File: src/shared/gpp_pkg.sv
// gpp_pkg: constants and types for the general-purpose pin port
// assumes: 32-bit AHB-Lite register bus, one register per aligned word
package gpp_pkg;

   // register indices; byte address is four times the index
   localparam logic [7:0] IDX_DIR     = 8'h00;
   localparam logic [7:0] IDX_DIR_SET = 8'h01;
   localparam logic [7:0] IDX_DIR_CLR = 8'h02;
   localparam logic [7:0] IDX_DIR_TGL = 8'h03;
   localparam logic [7:0] IDX_OUT     = 8'h04;
   localparam logic [7:0] IDX_OUT_SET = 8'h05;
   localparam logic [7:0] IDX_OUT_CLR = 8'h06;
   localparam logic [7:0] IDX_OUT_TGL = 8'h07;
   localparam logic [7:0] IDX_IN      = 8'h08;
   localparam logic [7:0] IDX_FLAGS   = 8'h09;
   localparam logic [7:0] IDX_CFG0    = 8'h10;
   // bit-access alias of direction, output, input and flags
   localparam logic [7:0] IDX_A_DIR   = 8'h20;
   localparam logic [7:0] IDX_A_OUT   = 8'h21;
   localparam logic [7:0] IDX_A_IN    = 8'h22;
   localparam logic [7:0] IDX_A_FLAGS = 8'h23;

   // per-pin config fields
   localparam int CFG_INV_BIT = 7;
   localparam int CFG_PU_BIT = 3;
   localparam int CFG_SEL_LSB = 0;
   localparam int CFG_SEL_W = 3;

   // sense_select codes
   localparam logic [2:0] SEL_NO_INT = 3'h0;
   localparam logic [2:0] SEL_ANY_EDGE = 3'h1;
   localparam logic [2:0] SEL_RISE = 3'h2;
   localparam logic [2:0] SEL_FALL = 3'h3;
   localparam logic [2:0] SEL_IN_OFF = 3'h4;
   localparam logic [2:0] SEL_LOW = 3'h5;

   // reset values
   localparam logic [7:0] RST_DIR = 8'h00;
   localparam logic [7:0] RST_OUT = 8'h00;
   localparam logic [7:0] RST_CFG = 8'h00;
   localparam logic [7:0] RST_FLAGS = 8'h00;

   // sync sensing dead time after a raised flag, in clock cycles
   localparam logic [1:0] DEAD_CYC = 2'h3;

   // ahb transfer type and response
   localparam logic [1:0] HTRANS_NONSEQ = 2'h2;
   localparam logic HRESP_OKAY = 1'b0;

   // peripheral takeover of the pins, one bit per pin
   typedef struct packed {
      logic [7:0] oe_take;
      logic [7:0] oe;
      logic [7:0] out_take;
      logic [7:0] out;
   } gpp_ovr_s;

   // bus slave states
   typedef enum logic [1:0] {
      ST_IDLE = 2'b01,
      ST_RD_WAIT = 2'b10
   } gpp_bus_e;

endpackage

File: src/hw/gpp_port.sv
// gpp_port: one eight-pin general-purpose port behind an AHB-Lite slave
// assumes: pad cell does the tri-state from PAD_OE, pullup from PAD_PULLUP,
// and an always-on catcher toggles ASYNC_TOGGLE[n] on async-capable pins
//
// Overview of operation
// - up to eight pins, bit n per pin
// - pin levels synchronised, readable any direction
// - reset tri-states outputs, inputs stay enabled
// - pin n config at offset 0x10 plus n
// - direction set strobe sets chosen bits
// - direction clear strobe clears chosen bits
// - direction toggle strobe inverts chosen bits
// - output set strobe sets chosen bits
// - output clear strobe clears chosen bits
// - output toggle or input write inverts output
// - direction zero disables driver, one drives
// - polarity flip inverts driven and sensed value
// - polarity change makes an internal edge
// - resistor enable bit turns on pullup
// - sense select picks condition and enable
// - sensed condition sets flag, request holds
// - sync pins wake only any-edge or low
// - sync pins need full-cycle pulses
// - three-cycle dead time on sync pins
// - alias registers act like regular ones
// - peripherals may override pins individually
//
// The AHB-Lite interface to the registers and the register offsets were decided locally.
`timescale 1ns/100ps
`default_nettype none

module gpp_port
   import gpp_pkg::*;
#(
   parameter int NPINS = 8,
   parameter logic [7:0] ASYNC_MASK = 8'h04
) (
   // clock and reset
   input wire logic CLK_SYS,
   input wire logic RSTN,
   // ahb-lite slave
   input wire logic HSEL,
   input wire logic [31:0] HADDR,
   input wire logic [1:0] HTRANS,
   input wire logic HWRITE,
   input wire logic [2:0] HSIZE,
   input wire logic [31:0] HWDATA,
   input wire logic HREADY,
   output logic HREADYOUT,
   output logic HRESP,
   output logic [31:0] HRDATA,
   // pads
   input wire logic [7:0] PAD_IN,
   input wire logic [7:0] ASYNC_TOGGLE,
   output logic [7:0] PAD_OUT,
   output logic [7:0] PAD_OE,
   output logic [7:0] PAD_PULLUP,
   // peripheral side
   input wire gpp_ovr_s OVR,
   output logic [7:0] PIN_VALUE,
   output logic [7:0] WAKE_EN,
   output logic IRQ
);

   logic [1:0] rst_sync_q;
   logic rst_n;
   gpp_bus_e bus_q;
   logic wr_pend_q;
   logic [7:0] wr_idx_q;
   logic [7:0] rd_idx_q;
   logic [7:0] wd;
   logic [7:0] dir_q;
   logic [7:0] out_q;
   logic [7:0] flags_q;
   logic [7:0] cfg_q [8];
   logic [7:0] in_q;
   logic [7:0] sync1_q;
   logic [7:0] sync2_q;
   logic [7:0] at1_q;
   logic [7:0] at2_q;
   logic [7:0] at3_q;
   logic [7:0] in_val;
   logic [7:0] flag_set;
   logic [7:0] sense_on;
   logic [7:0] wake_d;
   logic [7:0] inv;
   logic [1:0] dead_q [8];
   logic [7:0] rd_mux;
   logic addr_ok;

   // reset release through two flops; assertion stays asynchronous
   // the clear reaches every flop at once, so the pads go quiet with no clock
   always_ff @(posedge CLK_SYS or negedge RSTN) begin
      if (!RSTN) begin
         rst_sync_q <= 2'h0;
      end else begin
         rst_sync_q <= {rst_sync_q[0], 1'b1};
      end
   end
   assign rst_n = rst_sync_q[1];

   assign addr_ok = HSEL && HREADY && (HTRANS == HTRANS_NONSEQ);
   assign wd = HWDATA[7:0];

   // bus slave: writes take no wait, reads take one so data is fresh
   // hsize is ignored: every register is one aligned word in bits 7:0
   // a read stalls one cycle so a write just ahead of it is already seen
   always_ff @(posedge CLK_SYS or negedge rst_n) begin
      if (!rst_n) begin
         bus_q <= ST_IDLE;
         wr_pend_q <= 1'b0;
         wr_idx_q <= 8'h00;
         rd_idx_q <= 8'h00;
         HREADYOUT <= 1'b1;
         HRDATA <= 32'h0000_0000;
      end else begin
         case (bus_q)
            ST_IDLE: begin
               wr_pend_q <= addr_ok && HWRITE;
               wr_idx_q <= HADDR[9:2];
               if (addr_ok && !HWRITE) begin
                  rd_idx_q <= HADDR[9:2];
                  HREADYOUT <= 1'b0;
                  bus_q <= ST_RD_WAIT;
               end
            end
            ST_RD_WAIT: begin
               wr_pend_q <= 1'b0;
               HRDATA <= {24'h00_0000, rd_mux};
               HREADYOUT <= 1'b1;
               bus_q <= ST_IDLE;
            end
            default: begin
               wr_pend_q <= 1'b0;
               HREADYOUT <= 1'b1;
               bus_q <= ST_IDLE;
            end
         endcase
      end
   end

   // every transfer answers okay, unmapped ones included
   always_ff @(posedge CLK_SYS or negedge rst_n) begin
      if (!rst_n) begin
         HRESP <= HRESP_OKAY;
      end else begin
         HRESP <= HRESP_OKAY;
      end
   end

   // read mux; strobe registers read back the register they modify
   // unmapped indices read zero; their writes fall through every decoder
   always_comb begin
      rd_mux = 8'h00;
      case (rd_idx_q)
         IDX_DIR, IDX_DIR_SET, IDX_DIR_CLR, IDX_DIR_TGL, IDX_A_DIR: rd_mux = dir_q;
         IDX_OUT, IDX_OUT_SET, IDX_OUT_CLR, IDX_OUT_TGL, IDX_A_OUT: rd_mux = out_q;
         IDX_IN, IDX_A_IN: rd_mux = in_q;
         IDX_FLAGS, IDX_A_FLAGS: rd_mux = flags_q;
         default: begin
            if (rd_idx_q[7:3] == IDX_CFG0[7:3]) begin
               rd_mux = cfg_q[rd_idx_q[2:0]];
            end
         end
      endcase
   end

   // direction register and its strobes; alias writes land identically
   always_ff @(posedge CLK_SYS or negedge rst_n) begin
      if (!rst_n) begin
         dir_q <= RST_DIR;
      end else if (wr_pend_q) begin
         case (wr_idx_q)
            IDX_DIR, IDX_A_DIR: dir_q <= wd;
            IDX_DIR_SET: dir_q <= dir_q | wd;
            IDX_DIR_CLR: dir_q <= dir_q & ~wd;
            IDX_DIR_TGL: dir_q <= dir_q ^ wd;
            default: dir_q <= dir_q;
         endcase
      end
   end

   // output-value register and its strobes
   always_ff @(posedge CLK_SYS or negedge rst_n) begin
      if (!rst_n) begin
         out_q <= RST_OUT;
      end else if (wr_pend_q) begin
         case (wr_idx_q)
            IDX_OUT, IDX_A_OUT: out_q <= wd;
            IDX_OUT_SET: out_q <= out_q | wd;
            IDX_OUT_CLR: out_q <= out_q & ~wd;
            IDX_OUT_TGL, IDX_IN, IDX_A_IN: out_q <= out_q ^ wd;
            default: out_q <= out_q;
         endcase
      end
   end

   // per-pin config words, one per pin
   always_ff @(posedge CLK_SYS or negedge rst_n) begin
      if (!rst_n) begin
         for (int i = 0; i < 8; i++) begin
            cfg_q[i] <= RST_CFG;
         end
      end else if (wr_pend_q && (wr_idx_q[7:3] == IDX_CFG0[7:3])) begin
         cfg_q[wr_idx_q[2:0]] <= wd;
      end
   end

   // event flags: a same-cycle hit beats the software clear
   // limitation: low-level sensing re-raises the flag while the pin stays low
   always_ff @(posedge CLK_SYS or negedge rst_n) begin
      if (!rst_n) begin
         flags_q <= RST_FLAGS;
      end else if (wr_pend_q && (wr_idx_q == IDX_FLAGS || wr_idx_q == IDX_A_FLAGS)) begin
         flags_q <= (flags_q & ~wd) | flag_set;
      end else begin
         flags_q <= flags_q | flag_set;
      end
   end

   // pad and catcher synchronisers; the pad's second stage and the catcher's second and third stages feed logic
   always_ff @(posedge CLK_SYS or negedge rst_n) begin
      if (!rst_n) begin
         sync1_q <= 8'h00;
         sync2_q <= 8'h00;
         at1_q <= 8'h00;
         at2_q <= 8'h00;
         at3_q <= 8'h00;
      end else begin
         sync1_q <= PAD_IN;
         sync2_q <= sync1_q;
         at1_q <= ASYNC_TOGGLE;
         at2_q <= at1_q;
         at3_q <= at2_q;
      end
   end

   // per-pin sensing; pins above NPINS stay idle
   // input-off forces the sensed value low; the synchroniser keeps running,
   // traded against clock gating so no enable is needed on any flop
   // bit n governs pin n
   for (genvar n = 0; n < 8; n++) begin : g_pin
      logic [2:0] sel;
      logic hit;
      logic async_hit;
      logic is_async;
      assign sel = cfg_q[n][CFG_SEL_LSB +: CFG_SEL_W];
      assign inv[n] = cfg_q[n][CFG_INV_BIT];
      assign is_async = ASYNC_MASK[n];
      assign sense_on[n] = (n < NPINS) && (sel == SEL_ANY_EDGE || sel == SEL_RISE
                           || sel == SEL_FALL || sel == SEL_LOW);
      assign in_val[n] = (n < NPINS) && (sel != SEL_IN_OFF) && (sync2_q[n] ^ inv[n]);
      // flip edge seen here, since inversion follows the synchroniser
      always_comb begin
         case (sel)
            SEL_ANY_EDGE: hit = in_val[n] ^ in_q[n];
            SEL_RISE: hit = in_val[n] & ~in_q[n];
            SEL_FALL: hit = ~in_val[n] & in_q[n];
            SEL_LOW: hit = ~in_val[n];
            default: hit = 1'b0;
         endcase
      end
      assign async_hit = is_async && (at2_q[n] ^ at3_q[n]);
      assign flag_set[n] = sense_on[n] && ((hit && (dead_q[n] == 2'h0)) || async_hit);
      assign wake_d[n] = sense_on[n] && (is_async || sel == SEL_ANY_EDGE || sel == SEL_LOW);
      // dead-time count; async pins skip it since the catcher spaces their events
      always_ff @(posedge CLK_SYS or negedge rst_n) begin
         if (!rst_n) begin
            dead_q[n] <= 2'h0;
         end else if (flag_set[n] && !is_async) begin
            dead_q[n] <= DEAD_CYC;
         end else if (dead_q[n] != 2'h0) begin
            dead_q[n] <= dead_q[n] - 2'h1;
         end
      end
   end

   // sampled input value; also the previous value for edge sensing
   // reset low like the synchroniser, so no false edge follows reset
   always_ff @(posedge CLK_SYS or negedge rst_n) begin
      if (!rst_n) begin
         in_q <= 8'h00;
      end else begin
         in_q <= in_val;
      end
   end

   // pad drive; async reset holds the driver off even without a clock
   // override and direction both pass one flop, so pads move one edge after a write
   always_ff @(posedge CLK_SYS or negedge rst_n) begin
      if (!rst_n) begin
         PAD_OE <= 8'h00;
         PAD_OUT <= 8'h00;
         PAD_PULLUP <= 8'h00;
      end else begin
         for (int i = 0; i < 8; i++) begin
            PAD_OE[i] <= (i < NPINS) && (OVR.oe_take[i] ? OVR.oe[i] : dir_q[i]);
            PAD_OUT[i] <= (OVR.out_take[i] ? OVR.out[i] : out_q[i]) ^ inv[i];
            PAD_PULLUP[i] <= (i < NPINS) && cfg_q[i][CFG_PU_BIT];
         end
      end
   end

   // request, wake qualifiers and event/peripheral view of the pins
   // wake itself happens outside with the clock stopped; this only qualifies pins
   always_ff @(posedge CLK_SYS or negedge rst_n) begin
      if (!rst_n) begin
         IRQ <= 1'b0;
         WAKE_EN <= 8'h00;
         PIN_VALUE <= 8'h00;
      end else begin
         IRQ <= |(flags_q & sense_on);
         WAKE_EN <= wake_d;
         PIN_VALUE <= in_val;
      end
   end

endmodule // gpp_port

`default_nettype wire

File: config.mk
export PLATFORM = sky130hd
export DESIGN_NAME = gpp_port
export DESIGN_NICKNAME = d
export VERILOG_FILES = /design/src/shared/gpp_pkg.sv /design/src/hw/gpp_port.sv
export SDC_FILE = /design/constraint.sdc
export NUM_CORES = 1
export LEC_CHECK = 0
export ABC_AREA = 0
export BUFFER_PORTS_ARGS = -buffer_cell sky130_fd_sc_hd__buf_4
export CORE_MARGIN = 2
export CORE_UTILIZATION = 60
export CTS_CLUSTER_SIZE = 12
export DETAILED_ROUTE_END_ITERATION = 16
export GPL_TIMING_DRIVEN = 0
export PLACE_DENSITY = 0.86
export REMOVE_ABC_BUFFERS = 1
export SETUP_SLACK_MARGIN = 0.02
export SYNTH_ARGS = -nofsm -noshare
export SYNTH_HDL_FRONTEND = slang
export SYNTH_SLANG_ARGS = --single-unit
File: constraint.sdc
create_clock -name CLK_SYS -period 12.35 [get_ports CLK_SYS]
set_clock_uncertainty 0.15 [all_clocks]
set_input_delay 0.6175 -clock CLK_SYS [delete_from_list [all_inputs] [get_ports CLK_SYS]]
set_output_delay 0.6175 -clock CLK_SYS [all_outputs]
set_load 0.01 [all_outputs]
==> flow_summary.yaml, run 1 <==
status:
  run_status: "complete, no violations"
timing:
  period_needed_ns: 3.46
  final_max_slew_viol_count: 0
  timing.final.hold_violations: 0
  setup_violations: 0
  worstMarginPinSlew_ns: 1.20
  maxClockFrequency_mhz: 289
  slew_headroom_pct: 19.7
  final.period_utilization_pct: 28.0
  rsz_0062_raised_after_global_routing: "no"
  tns_ns: 0
setup_path:
  path_class: "reg -> reg"
  cp-end-kind: "register"
  path_max_fanout: 26
  reg2reg_depth: 3
  crit-reg2reg-launch: "wr_idx_q[0]"
  critical_path.startpoint_type: "register"
  timing.reg2reg.setup_slack_ns: 8.89
  arrival_ns: 3.63
  critical_path_required_ns: 12.52
  critical_path.reg2reg.endpoint: "cfg_q[23]"
detailed_routing:
  via_per_inst: 6.10
  initialDrtViolationCount: 801
  route.vias.total: 7435
  route.final.wire_length_mm: 25.5
  drtPass1Iterations: 8
  antenna_violating_nets_post_route: 0
  wl_per_cell_um: 21.0
  drcViolationCount: 0
pwr:
  powerDensity_nw_per_um2: 142
  total_leakage_power_nw: 5.63
  seq_power_share_pct: 45.8
  net_switching_share_of_the_total_power_pct: 28.5
  internal_power_mw: 1.19
  ir_drop_v: 0.000136
  power.switching_mw: 0.475
  combinational_cell_fraction_of_total_power_pct: 18.5
  share_of_power_burned_in_the_clock_network_pct: 35.7
clocking:
  clkTransAtPathRegs_ns: 0.07
  cts-root-buf: "sky130_fd_sc_hd__clkbuf_16"
  cts_tree: "done"
  postCtsSetupBuffers: 0
  insertion_delay_ns: 0.44
  clock_sink_count: 193
  numCtsBuffers: 17
  cts_hold_buf: 1
  cts-resized-gates: 0
  clock_path_buffers: 2
  cts.htree.levels: 4
floorplanning:
  start_util_pct: 61.5
  die_w_um: 135
  floorplan.die_area_um2: 18100
  boundaryPins: 197
  core_um2: 16600
  num_rows: 47
  chip_height_um: 135
flow_run:
  maxCapViolCount: 0
worst_hold_path:
  worst_hold_path.num_cells: 1
  hold_path_end: "sync1_q[2]"
  hp-class: "in -> reg"
  min_from: "PAD_IN[2]"
synth:
  yosys_register_bits: 193
  synthesis.instances: 898
  post_synthesis_async_set_or_reset_flop_share_pct: 100
  synth_top_flop_cell: "sky130_fd_sc_hd__dfrtp_1"
  synthDistinctLibCells: 65
  mappedNetlistArea_um2: 10200
  ys_warn_count: 0
  average_cell_area_after_synthesis_um2: 11.4
  synth_sequential_area_ratio_pct: 47.2
  yosys.area.top_type_share_pct: 46.9
  post_synth_main_area_contributors: "sky130_fd_sc_hd__dfrtp_1 (47%), sky130_fd_sc_hd__mux2_2 (7.6%), sky130_fd_sc_hd__ha_1 (6.8%)"
  netlist.top_cell.by_area: "sky130_fd_sc_hd__dfrtp_1"
  synth_enable_flop_cells: 0
finish:
  n_antenna_cell: 0
  finalInstanceArea_um2: 11800
  final_core_utilization_pct: 70.7
  layout-area-overhead-vs-synth_pct: 14.9
  share_of_cells_above_drive_strength_1_pct: 25.6
  instances_no_fill: 1218
  final_net_count: 1163
global_route:
  grt_start_max_net_pins: 72
  wire_length_of_the_first_global_routing_pass_mm: 40.4
  grt_residual_overflow: 0
  all_layer_global_routing_usage_pct: 29.5
  grt_antenna_before_repair: 0
  grt_pass1_vias: 7409
placement:
  dpl.hpwl_mm: 17.6
  dpl.cell_count: 1185
  detailed_place.area_um2: 11100
  globalplace.congestion: 0.915
  numPortBuffers: 113
## critical path, cell delays in order, from the launching register on
cell,delay (ns)
sky130_fd_sc_hd__dfrtp_1,1.05
sky130_fd_sc_hd__nand2b_1,0.73
sky130_fd_sc_hd__nor3_2,0.98
sky130_fd_sc_hd__mux2_2,0.42
## power by group through the flow
stage	clock network [mW]	logic [mW]	registers (mW)
4_1_cts	0.599	0.307	0.762
3_5_place_dp	0	0.303	0.772
3_3_place_gp	0	0.276	0.777
6_report	0.596	0.308	0.764
2_1_floorplan	0	0.204	0.758
5_1_grt	0.630	0.344	0.773
## metrics by stage
stage	hold slack (ns)	total power [mW]	setup slack, ns
after detailed placement	0.186	1.08	8.98
after global routing	0.125	1.75	8.75
after floorplan	0.172	0.962	6.43
after global placement	0.183	1.05	4.35
final	0.134	1.67	8.89
after CTS	0.130	1.67	8.97
## flip-flops by register name (all words and copies together), names as in the netlist
signal / cells
sync1_q: 8
at2_q: 1
PAD_OUT: 8
PIN_VALUE: 8
IRQ: 1
dir_q: 8
cfg_q: 64
wr_pend_q: 1
rd_idx_q: 8
at3_q: 1
rst_sync_q: 2
dead_q: 16
HRDATA: 8
out_q: 8
sync2_q: 8
WAKE_EN: 8
wr_idx_q: 8
PAD_PULLUP: 8
flags_q: 8
at1_q: 1
bus_q: 2
PAD_OE: 8
## cells in the mapped netlist (7+ instances only)
| cell type | instances |
|---|---|
| sky130_fd_sc_hd__inv_1 | 76 |
| sky130_fd_sc_hd__nor2_1 | 21 |
| sky130_fd_sc_hd__a21boi_0 | 7 |
| sky130_fd_sc_hd__a31oi_1 | 11 |
| sky130_fd_sc_hd__nand4_1 | 8 |
| sky130_fd_sc_hd__nand3_1 | 15 |
| sky130_fd_sc_hd__mux2i_1 | 41 |
| sky130_fd_sc_hd__nor3b_1 | 9 |
| sky130_fd_sc_hd__a21o_1 | 13 |
| sky130_fd_sc_hd__a32oi_1 | 11 |
| sky130_fd_sc_hd__a21oi_1 | 13 |
| sky130_fd_sc_hd__nand2_1 | 49 |
| sky130_fd_sc_hd__buf_1 | 7 |
| sky130_fd_sc_hd__mux4_2 | 16 |
| sky130_fd_sc_hd__dfrtp_1 | 192 |
| sky130_fd_sc_hd__o22ai_1 | 15 |
| sky130_fd_sc_hd__buf_4 | 28 |
| sky130_fd_sc_hd__o31ai_1 | 7 |
| sky130_fd_sc_hd__clkbuf_1 | 23 |
| sky130_fd_sc_hd__nand3b_1 | 17 |
| sky130_fd_sc_hd__ha_1 | 56 |
| sky130_fd_sc_hd__xnor2_1 | 10 |
| sky130_fd_sc_hd__buf_2 | 12 |
| sky130_fd_sc_hd__xor2_1 | 16 |
| sky130_fd_sc_hd__o21ai_0 | 48 |
| sky130_fd_sc_hd__a41oi_1 | 7 |
| sky130_fd_sc_hd__nor2b_1 | 14 |
| sky130_fd_sc_hd__mux2_4 | 7 |
| sky130_fd_sc_hd__mux2_2 | 69 |
## cell type report
class	instances	area, um2
sequential	193	4840
tap	220	275
multi-input combinational	580	4810
clock buffer	20	457
inverter	77	289
clock inverter	12	180
fill	1161	4880
timing repair buffer	116	913
## layer usage
| metal | up-vias | global-route usage (%) | part of all wire [%] |
|---|---|---|---|
| met3 | 85 | 6.76 | 8.9 |
| li1 | 3300 | - | - |
| met1 | 3667 | 39.1 | 39 |
| met4 | 0 | 13.2 | 4.2 |
| met5 | - | 0 | 0 |
| met2 | 383 | 46.6 | 48 |
## how the worst max path moves through the flow
stage	from	endpoint	slack, ns
2_1_floorplan	rst_sync_q[1]	HRDATA[0]	6.43
3_3_place_gp	rst_sync_q[1]	PAD_OE[1]	4.35
3_5_place_dp	wr_idx_q[0]	cfg_q[20]	8.98
4_1_cts	wr_idx_q[0]	cfg_q[23]	8.97
5_1_grt	wr_idx_q[0]	cfg_q[23]	8.75
6_report	wr_idx_q[0]	cfg_q[23]	8.89
## cells by family after synthesis
family	Yosys count	synth area share, %
multiplexers	133	16.1
XOR/XNOR	26	2.22
buffers and inverters	149	6.78
AND/OR/NAND/NOR	181	10.6
flip-flops	193	47.2
AO/OA/AOI/OAI	158	10.1
adder cells (fa/ha/maj)	56	6.84
other	2	0.0733
## cells in the final DEF, fill, tap and decap left out, types with 4 or more instances in the layout
cell                        Yosys  routed
sky130_fd_sc_hd__dfrtp_1      192     190
sky130_fd_sc_hd__buf_4         28     113
sky130_fd_sc_hd__inv_1         76      76
sky130_fd_sc_hd__mux2_2        69      69
sky130_fd_sc_hd__ha_1          56      56
sky130_fd_sc_hd__nand2_1       49      49
sky130_fd_sc_hd__o21ai_0       48      48
sky130_fd_sc_hd__mux2i_1       41      41
sky130_fd_sc_hd__conb_1         2      26
sky130_fd_sc_hd__nor2_1        21      21
sky130_fd_sc_hd__nand3b_1      17      17
sky130_fd_sc_hd__clkbuf_16      0      17
sky130_fd_sc_hd__xor2_1        16      16
sky130_fd_sc_hd__mux4_2        16      16
sky130_fd_sc_hd__nand3_1       15      15
sky130_fd_sc_hd__o22ai_1       15      15
sky130_fd_sc_hd__nor2b_1       14      14
sky130_fd_sc_hd__a21o_1        13      13
sky130_fd_sc_hd__a21oi_1       13      13
sky130_fd_sc_hd__a31oi_1       11      11
sky130_fd_sc_hd__a32oi_1       11      11
sky130_fd_sc_hd__xnor2_1       10      10
sky130_fd_sc_hd__nor3b_1        9       9
sky130_fd_sc_hd__nand4_1        8       8
sky130_fd_sc_hd__o31ai_1        7       7
sky130_fd_sc_hd__a41oi_1        7       7
sky130_fd_sc_hd__a21boi_0       7       7
sky130_fd_sc_hd__mux2_4         7       7
sky130_fd_sc_hd__or4_1          6       6
sky130_fd_sc_hd__and3_1         6       6
sky130_fd_sc_hd__o21ai_1        6       6
sky130_fd_sc_hd__nand2b_1       5       5
sky130_fd_sc_hd__o32a_1         5       5
sky130_fd_sc_hd__a22o_1         4       4
sky130_fd_sc_hd__a211oi_1       4       4
sky130_fd_sc_hd__bufinv_16      0       4
Power figures use the tool's default switching activity.
==> run 2: changes to the inputs <==
CORE_UTILIZATION = 56   (was 60)
PLACE_DENSITY = 0.81   (was 0.86)
clock period = 3.5 ns   (was 12.35 ns; I/O delays follow)
==> flow_summary.yaml, run 2 (same netlist as run 1, synthesis figures left out) <==
global_route:
  grt_antenna_before_repair: 0
  wire_length_of_the_first_global_routing_pass_mm: 41.0
  grt_start_max_net_pins: 62
  grt_pass1_vias: 7669
  grt_residual_overflow: 0
  all_layer_global_routing_usage_pct: 27.1
finish:
  layout_common_cells: "sky130_fd_sc_hd__dfrtp_1 (190), sky130_fd_sc_hd__buf_4 (113), sky130_fd_sc_hd__inv_1 (76)"
  finalInstanceArea_um2: 12400
  max_flop_register: "cfg_q"
  final_common_cell: "sky130_fd_sc_hd__dfrtp_1"
  n_antenna_cell: 0
  final_net_count: 1223
  largest_register_ff_count: 64
  multiInputGateArea_um2: 4820
  filler_cell_count: 1270
  final-seq-area_um2: 4840
  layout-area-overhead-vs-synth_pct: 20.8
  largestRegisters: "cfg_q (64), dead_q (16)"
  share_of_cells_above_drive_strength_1_pct: 24.3
  final_core_utilization_pct: 68.8
flow_run:
  maxCapViolCount: 0
pwr:
  powerDensity_nw_per_um2: 471
  total_leakage_power_nw: 5.88
  ir_drop_v: 0.000368
detailed_routing:
  wl_per_cell_um: 19.9
  antenna_violating_nets_post_route: 0
  route.final.wire_length_mm: 25.6
  via_per_inst: 5.92
  initialDrtViolationCount: 723
  drtPass1Iterations: 5
  route.vias.total: 7622
  drcViolationCount: 0
setup_path:
  crit-reg2reg-launch: "wr_idx_q[0]"
  crit_buf_inv: 0
  cp_cell_sequence: "nand2b_1 -> nor3_4 -> mux2_2"
  path_max_fanout: 26
  path_class: "reg -> reg"
  critPathMaxStageDelay_ns: 1.06
  arrival_ns: 3.39
  critical_path_required_ns: 3.67
  critical_path.startpoint_type: "register"
  crit_start: "wr_idx_q[0]"
  reg2reg_depth: 3
  cp-end-kind: "register"
  crit_slowest_cell: "sky130_fd_sc_hd__dfrtp_1"
  worst_setup_path_endpoint: "cfg_q[51]"
  critical_path.reg2reg.endpoint: "cfg_q[51]"
  critPathTopFamily: "simple AND/OR/NAND/NOR gates"
  timing.reg2reg.setup_slack_ns: 0.28
  critical_path_cell_count: 3
clocking:
  cts.htree.levels: 4
  insertion_delay_ns: 0.44
  clkTransAtPathRegs_ns: 0.07
  cts_tree: "done"
  clock_path_buffers: 2
  numCtsBuffers: 17
  cts-root-buf: "sky130_fd_sc_hd__clkbuf_16"
  clock_sink_count: 193
placement:
  dp_slack_ns: 0.153
  detailed_place.area_um2: 11100
  numPortBuffers: 113
  dpl.hpwl_mm: 17.6
  globalplace.congestion: 0.914
timing:
  tns_ns: 0
  worstMarginPinSlew_ns: 1.16
  final_max_slew_viol_count: 0
  maxClockFrequency_mhz: 311
  worst_slack_ns: 0.283
  slew_headroom_pct: 22.9
  timing.final.hold_violations: 0
  setup_violations: 0
  period_needed_ns: 3.22
  rsz_0062_raised_after_global_routing: "no"
  final.period_utilization_pct: 91.9
floorplanning:
  chip_height_um: 139
  start_util_pct: 57.0
  boundaryPins: 197
  die_w_um: 139
  floorplan.die_area_um2: 19400
  core_um2: 18000
  num_rows: 49
worst_hold_path:
  hp-class: "in -> reg"
  min_from: "HTRANS[1]"
status:
  run_status: "complete, no violations"
run 2: cell count changes in the layout (fill, tap and decap cells not counted), sizes merged:
| cell | previous run | this run |
|---|---|---|
| dlygate4sd3 | 1 | 60 |
| inv | 78 | 81 |
| buf | 115 | 116 |
| bufinv | 4 | 2 |
| clkinvlp | 2 | 3 |
| clkbuf | 20 | 18 |
run 2: area by class of cell:
type	count	share of cell area, %
timing repair buffer	176	12.3
clock buffer	18	3.55
multi-input combinational	580	39.0
sequential	193	39.1
tap	229	2.32
clock inverter	14	1.41
inverter	77	2.34
run 2: worst min path at each step:
stage / end / cells after the start / slack (ns)
floorplan: rst_sync_q[0] / 0 / -0.27
global placement: rst_sync_q[0] / 1 / -0.19
detailed placement: rst_sync_q[0] / 1 / -0.19
CTS: wr_pend_q / 3 / 0.03
global route: wr_pend_q / 3 / 0.03
finish: wr_pend_q / 3 / 0.03
run 2: per-layer routing:
layer	share of wire [%]	GRT usage, %
met5	0	0
met4	3.3	10.7
met3	7.0	5.37
met2	48	44.2
met1	41	36.1
run 2: worst reg2reg max path, delay by kind of cell, from the launching register on:
family	cells	cell delay, ns
mux	1	0.40
flops	1	1.06
simple gates	2	1.48
run 2: metrics by stage:
step	cells	power, mW	hold WS, ns
after floorplan	850	3.40	-0.271
after global placement	1192	3.72	-0.192
after detailed placement	1195	3.79	-0.191
after CTS	1287	5.84	0.0261
after global routing	1287	6.11	0.0321
final	1287	5.82	0.0338
run 2: timing repair:
action / in CTS / in global routing
gates resized for setup: 0 / 1
hold buffers: 60 / 0
hold endpoints to repair: 113 / 0
setup endpoints to repair: 0 / 7
setup buffers: 0 / 0
run 2: where the power goes:
group / leakage, nW / switching, mW / internal, mW / total [mW]
logic: 3.33 / 0.537 / 0.589 / 1.13
registers: 2.26 / 0.262 / 2.42 / 2.68
clock network: 0.290 / 0.917 / 1.10 / 2.01
total: 5.88 / 1.72 / 4.11 / 5.82
==> run 3: changes to the inputs <==
CAP_MARGIN = 10   (was default)
CORE_UTILIZATION = 60   (was 56)
PLACE_DENSITY = 0.86   (was 0.81)
clock period = 4 ns   (was 3.5 ns; I/O delays follow)
==> flow_summary.yaml, run 3 (same netlist as run 1, synthesis figures left out) <==
timing:
  period_needed_ns: 3.42
  final_max_slew_viol_count: 0
  slew_headroom_pct: 24.6
  final.period_utilization_pct: 85.6
  rsz_0062_raised_after_global_routing: "no"
  worstMarginPinSlew_ns: 1.13
  maxClockFrequency_mhz: 292
  timing.final.hold_violations: 0
  setup_violations: 0
detailed_routing:
  route.vias.total: 7653
  drtPass1Iterations: 6
  drcViolationCount: 0
  route.final.wire_length_mm: 26.5
  via_per_inst: 5.99
  initialDrtViolationCount: 790
  wl_per_cell_um: 20.8
  antenna_violating_nets_post_route: 0
global_route:
  wire_length_of_the_first_global_routing_pass_mm: 42.1
  grt_residual_overflow: 0
  grt_start_max_net_pins: 72
  grt_antenna_before_repair: 0
  grt_pass1_vias: 7811
  all_layer_global_routing_usage_pct: 30.5
setup_path:
  crit-reg2reg-launch: "wr_idx_q[0]"
  critical_path_required_ns: 4.17
  cp_cell_sequence: "nand2b_1 -> nor3_2 -> mux2_2"
  crit_start: "wr_idx_q[0]"
  path_max_fanout: 26
  cp-end-kind: "register"
  path_class: "reg -> reg"
  arrival_ns: 3.59
  crit_slowest_cell: "sky130_fd_sc_hd__dfrtp_1"
  critPathMaxStageDelay_ns: 1.06
  critical_path.startpoint_type: "register"
finish:
  final_core_utilization_pct: 74.4
  layout_common_cells: "sky130_fd_sc_hd__dfrtp_1 (191), sky130_fd_sc_hd__buf_4 (113), sky130_fd_sc_hd__inv_1 (76)"
  share_of_cells_above_drive_strength_1_pct: 24.0
  largest_register_ff_count: 64
  final_net_count: 1222
  instances_no_fill: 1277
  finalInstanceArea_um2: 12400
  n_antenna_cell: 0
  max_flop_register: "cfg_q"
  largestRegisters: "cfg_q (64), dead_q (16)"
  final_common_cell: "sky130_fd_sc_hd__dfrtp_1"
  layout-area-overhead-vs-synth_pct: 20.9
placement:
  dpl.cell_count: 1186
  detailed_place.area_um2: 11100
  globalplace.congestion: 0.915
  numPortBuffers: 113
  dpl.hpwl_mm: 17.7
clocking:
  clock_path_buffers: 2
  cts_tree: "done"
  clock_sink_count: 193
  cts-root-buf: "sky130_fd_sc_hd__clkbuf_16"
  cts.htree.levels: 4
  insertion_delay_ns: 0.44
  numCtsBuffers: 17
  clkTransAtPathRegs_ns: 0.07
flow_run:
  maxCapViolCount: 0
floorplanning:
  num_rows: 47
  floorplan.die_area_um2: 18100
  boundaryPins: 197
  core_um2: 16600
  die_w_um: 135
  start_util_pct: 61.5
  chip_height_um: 135
status:
  run_status: "complete, no violations"
pwr:
  ir_drop_v: 0.000341
  total_leakage_power_nw: 5.89
  powerDensity_nw_per_um2: 425
  power_mw: 5.26
worst_hold_path:
  min_from: "OVR[11]"
  hp-class: "in -> reg"
## run 3: cell types whose count changed in the layout (fill, tap and decap cells not counted), sizes merged
cell         previous run  this run
clkinvlp                3         2
clkbuf                 18        20
inv                    81        78
bufinv                  2         5
clkinv                  5         4
dlygate4sd3            60        59
## run 3: layer usage
layer | routed length, um | share of wire [%] | up-vias | global-route usage (%)
met5 | 0 | 0 | - | 0
met4 | 1070 | 4.0 | 0 | 12.5
met3 | 2100 | 7.9 | 83 | 6.27
met2 | 12800 | 48 | 373 | 50.1
met1 | 10600 | 40 | 3770 | 39.9
li1 | - | - | 3427 | -
## run 3: worst max-delay path: cells and delay by family, from the launching register on
| kind | cells | cell delay (ns) |
|---|---|---|
| simple gates | 2 | 1.66 |
| flops | 1 | 1.06 |
| mux | 1 | 0.42 |
## run 3: path summary, 6_finish.rpt
check	endpoint	slack, ns	cells after the start
worst max-delay path	cfg_q[19]	0.58	3
worst min-delay path	PAD_OUT[3]	0.001	3
worst max register to register	cfg_q[19]	0.58	3
worst min register to register	sync2_q[0]	0.20	0
max in group asynchronous	bus_q[0]	2.49	1
min in group asynchronous	WAKE_EN[3]	0.31	0
## run 3: per-stage QoR
step	hold WS (ns)	worst slack, ns	setup TNS (ns)
global route	0.0183	0.369	0
CTS	0.00588	0.615	0
global placement	-0.167	-4.00	-757.95
finish	0.00120	0.577	0
detailed placement	-0.166	0.636	0
floorplan	-0.246	-1.92	-366.05
## run 3: area by class of cell
| type | count | area, um2 |
|---|---|---|
| sequential | 193 | 4830 |
| multi-input combinational | 580 | 4810 |
| fill | 1090 | 4260 |
| timing repair buffer | 175 | 1520 |
| clock buffer | 20 | 447 |
| inverter | 77 | 289 |
| tap | 220 | 275 |
| clock inverter | 12 | 205 |
## run 3: where the power goes
part           leakage [nW]  internal (mW)  switching (mW)
combinational          3.32          0.528           0.502
sequential             2.26           2.12           0.222
clock                 0.311           1.13           0.754
total                  5.89           3.78            1.48
## run 3: what timing repair did
item,4_1_cts,5_1_grt
gates resized for setup,0,0
hold buffers,59,0
setup buffers,0,0
hold endpoints to repair,101,0
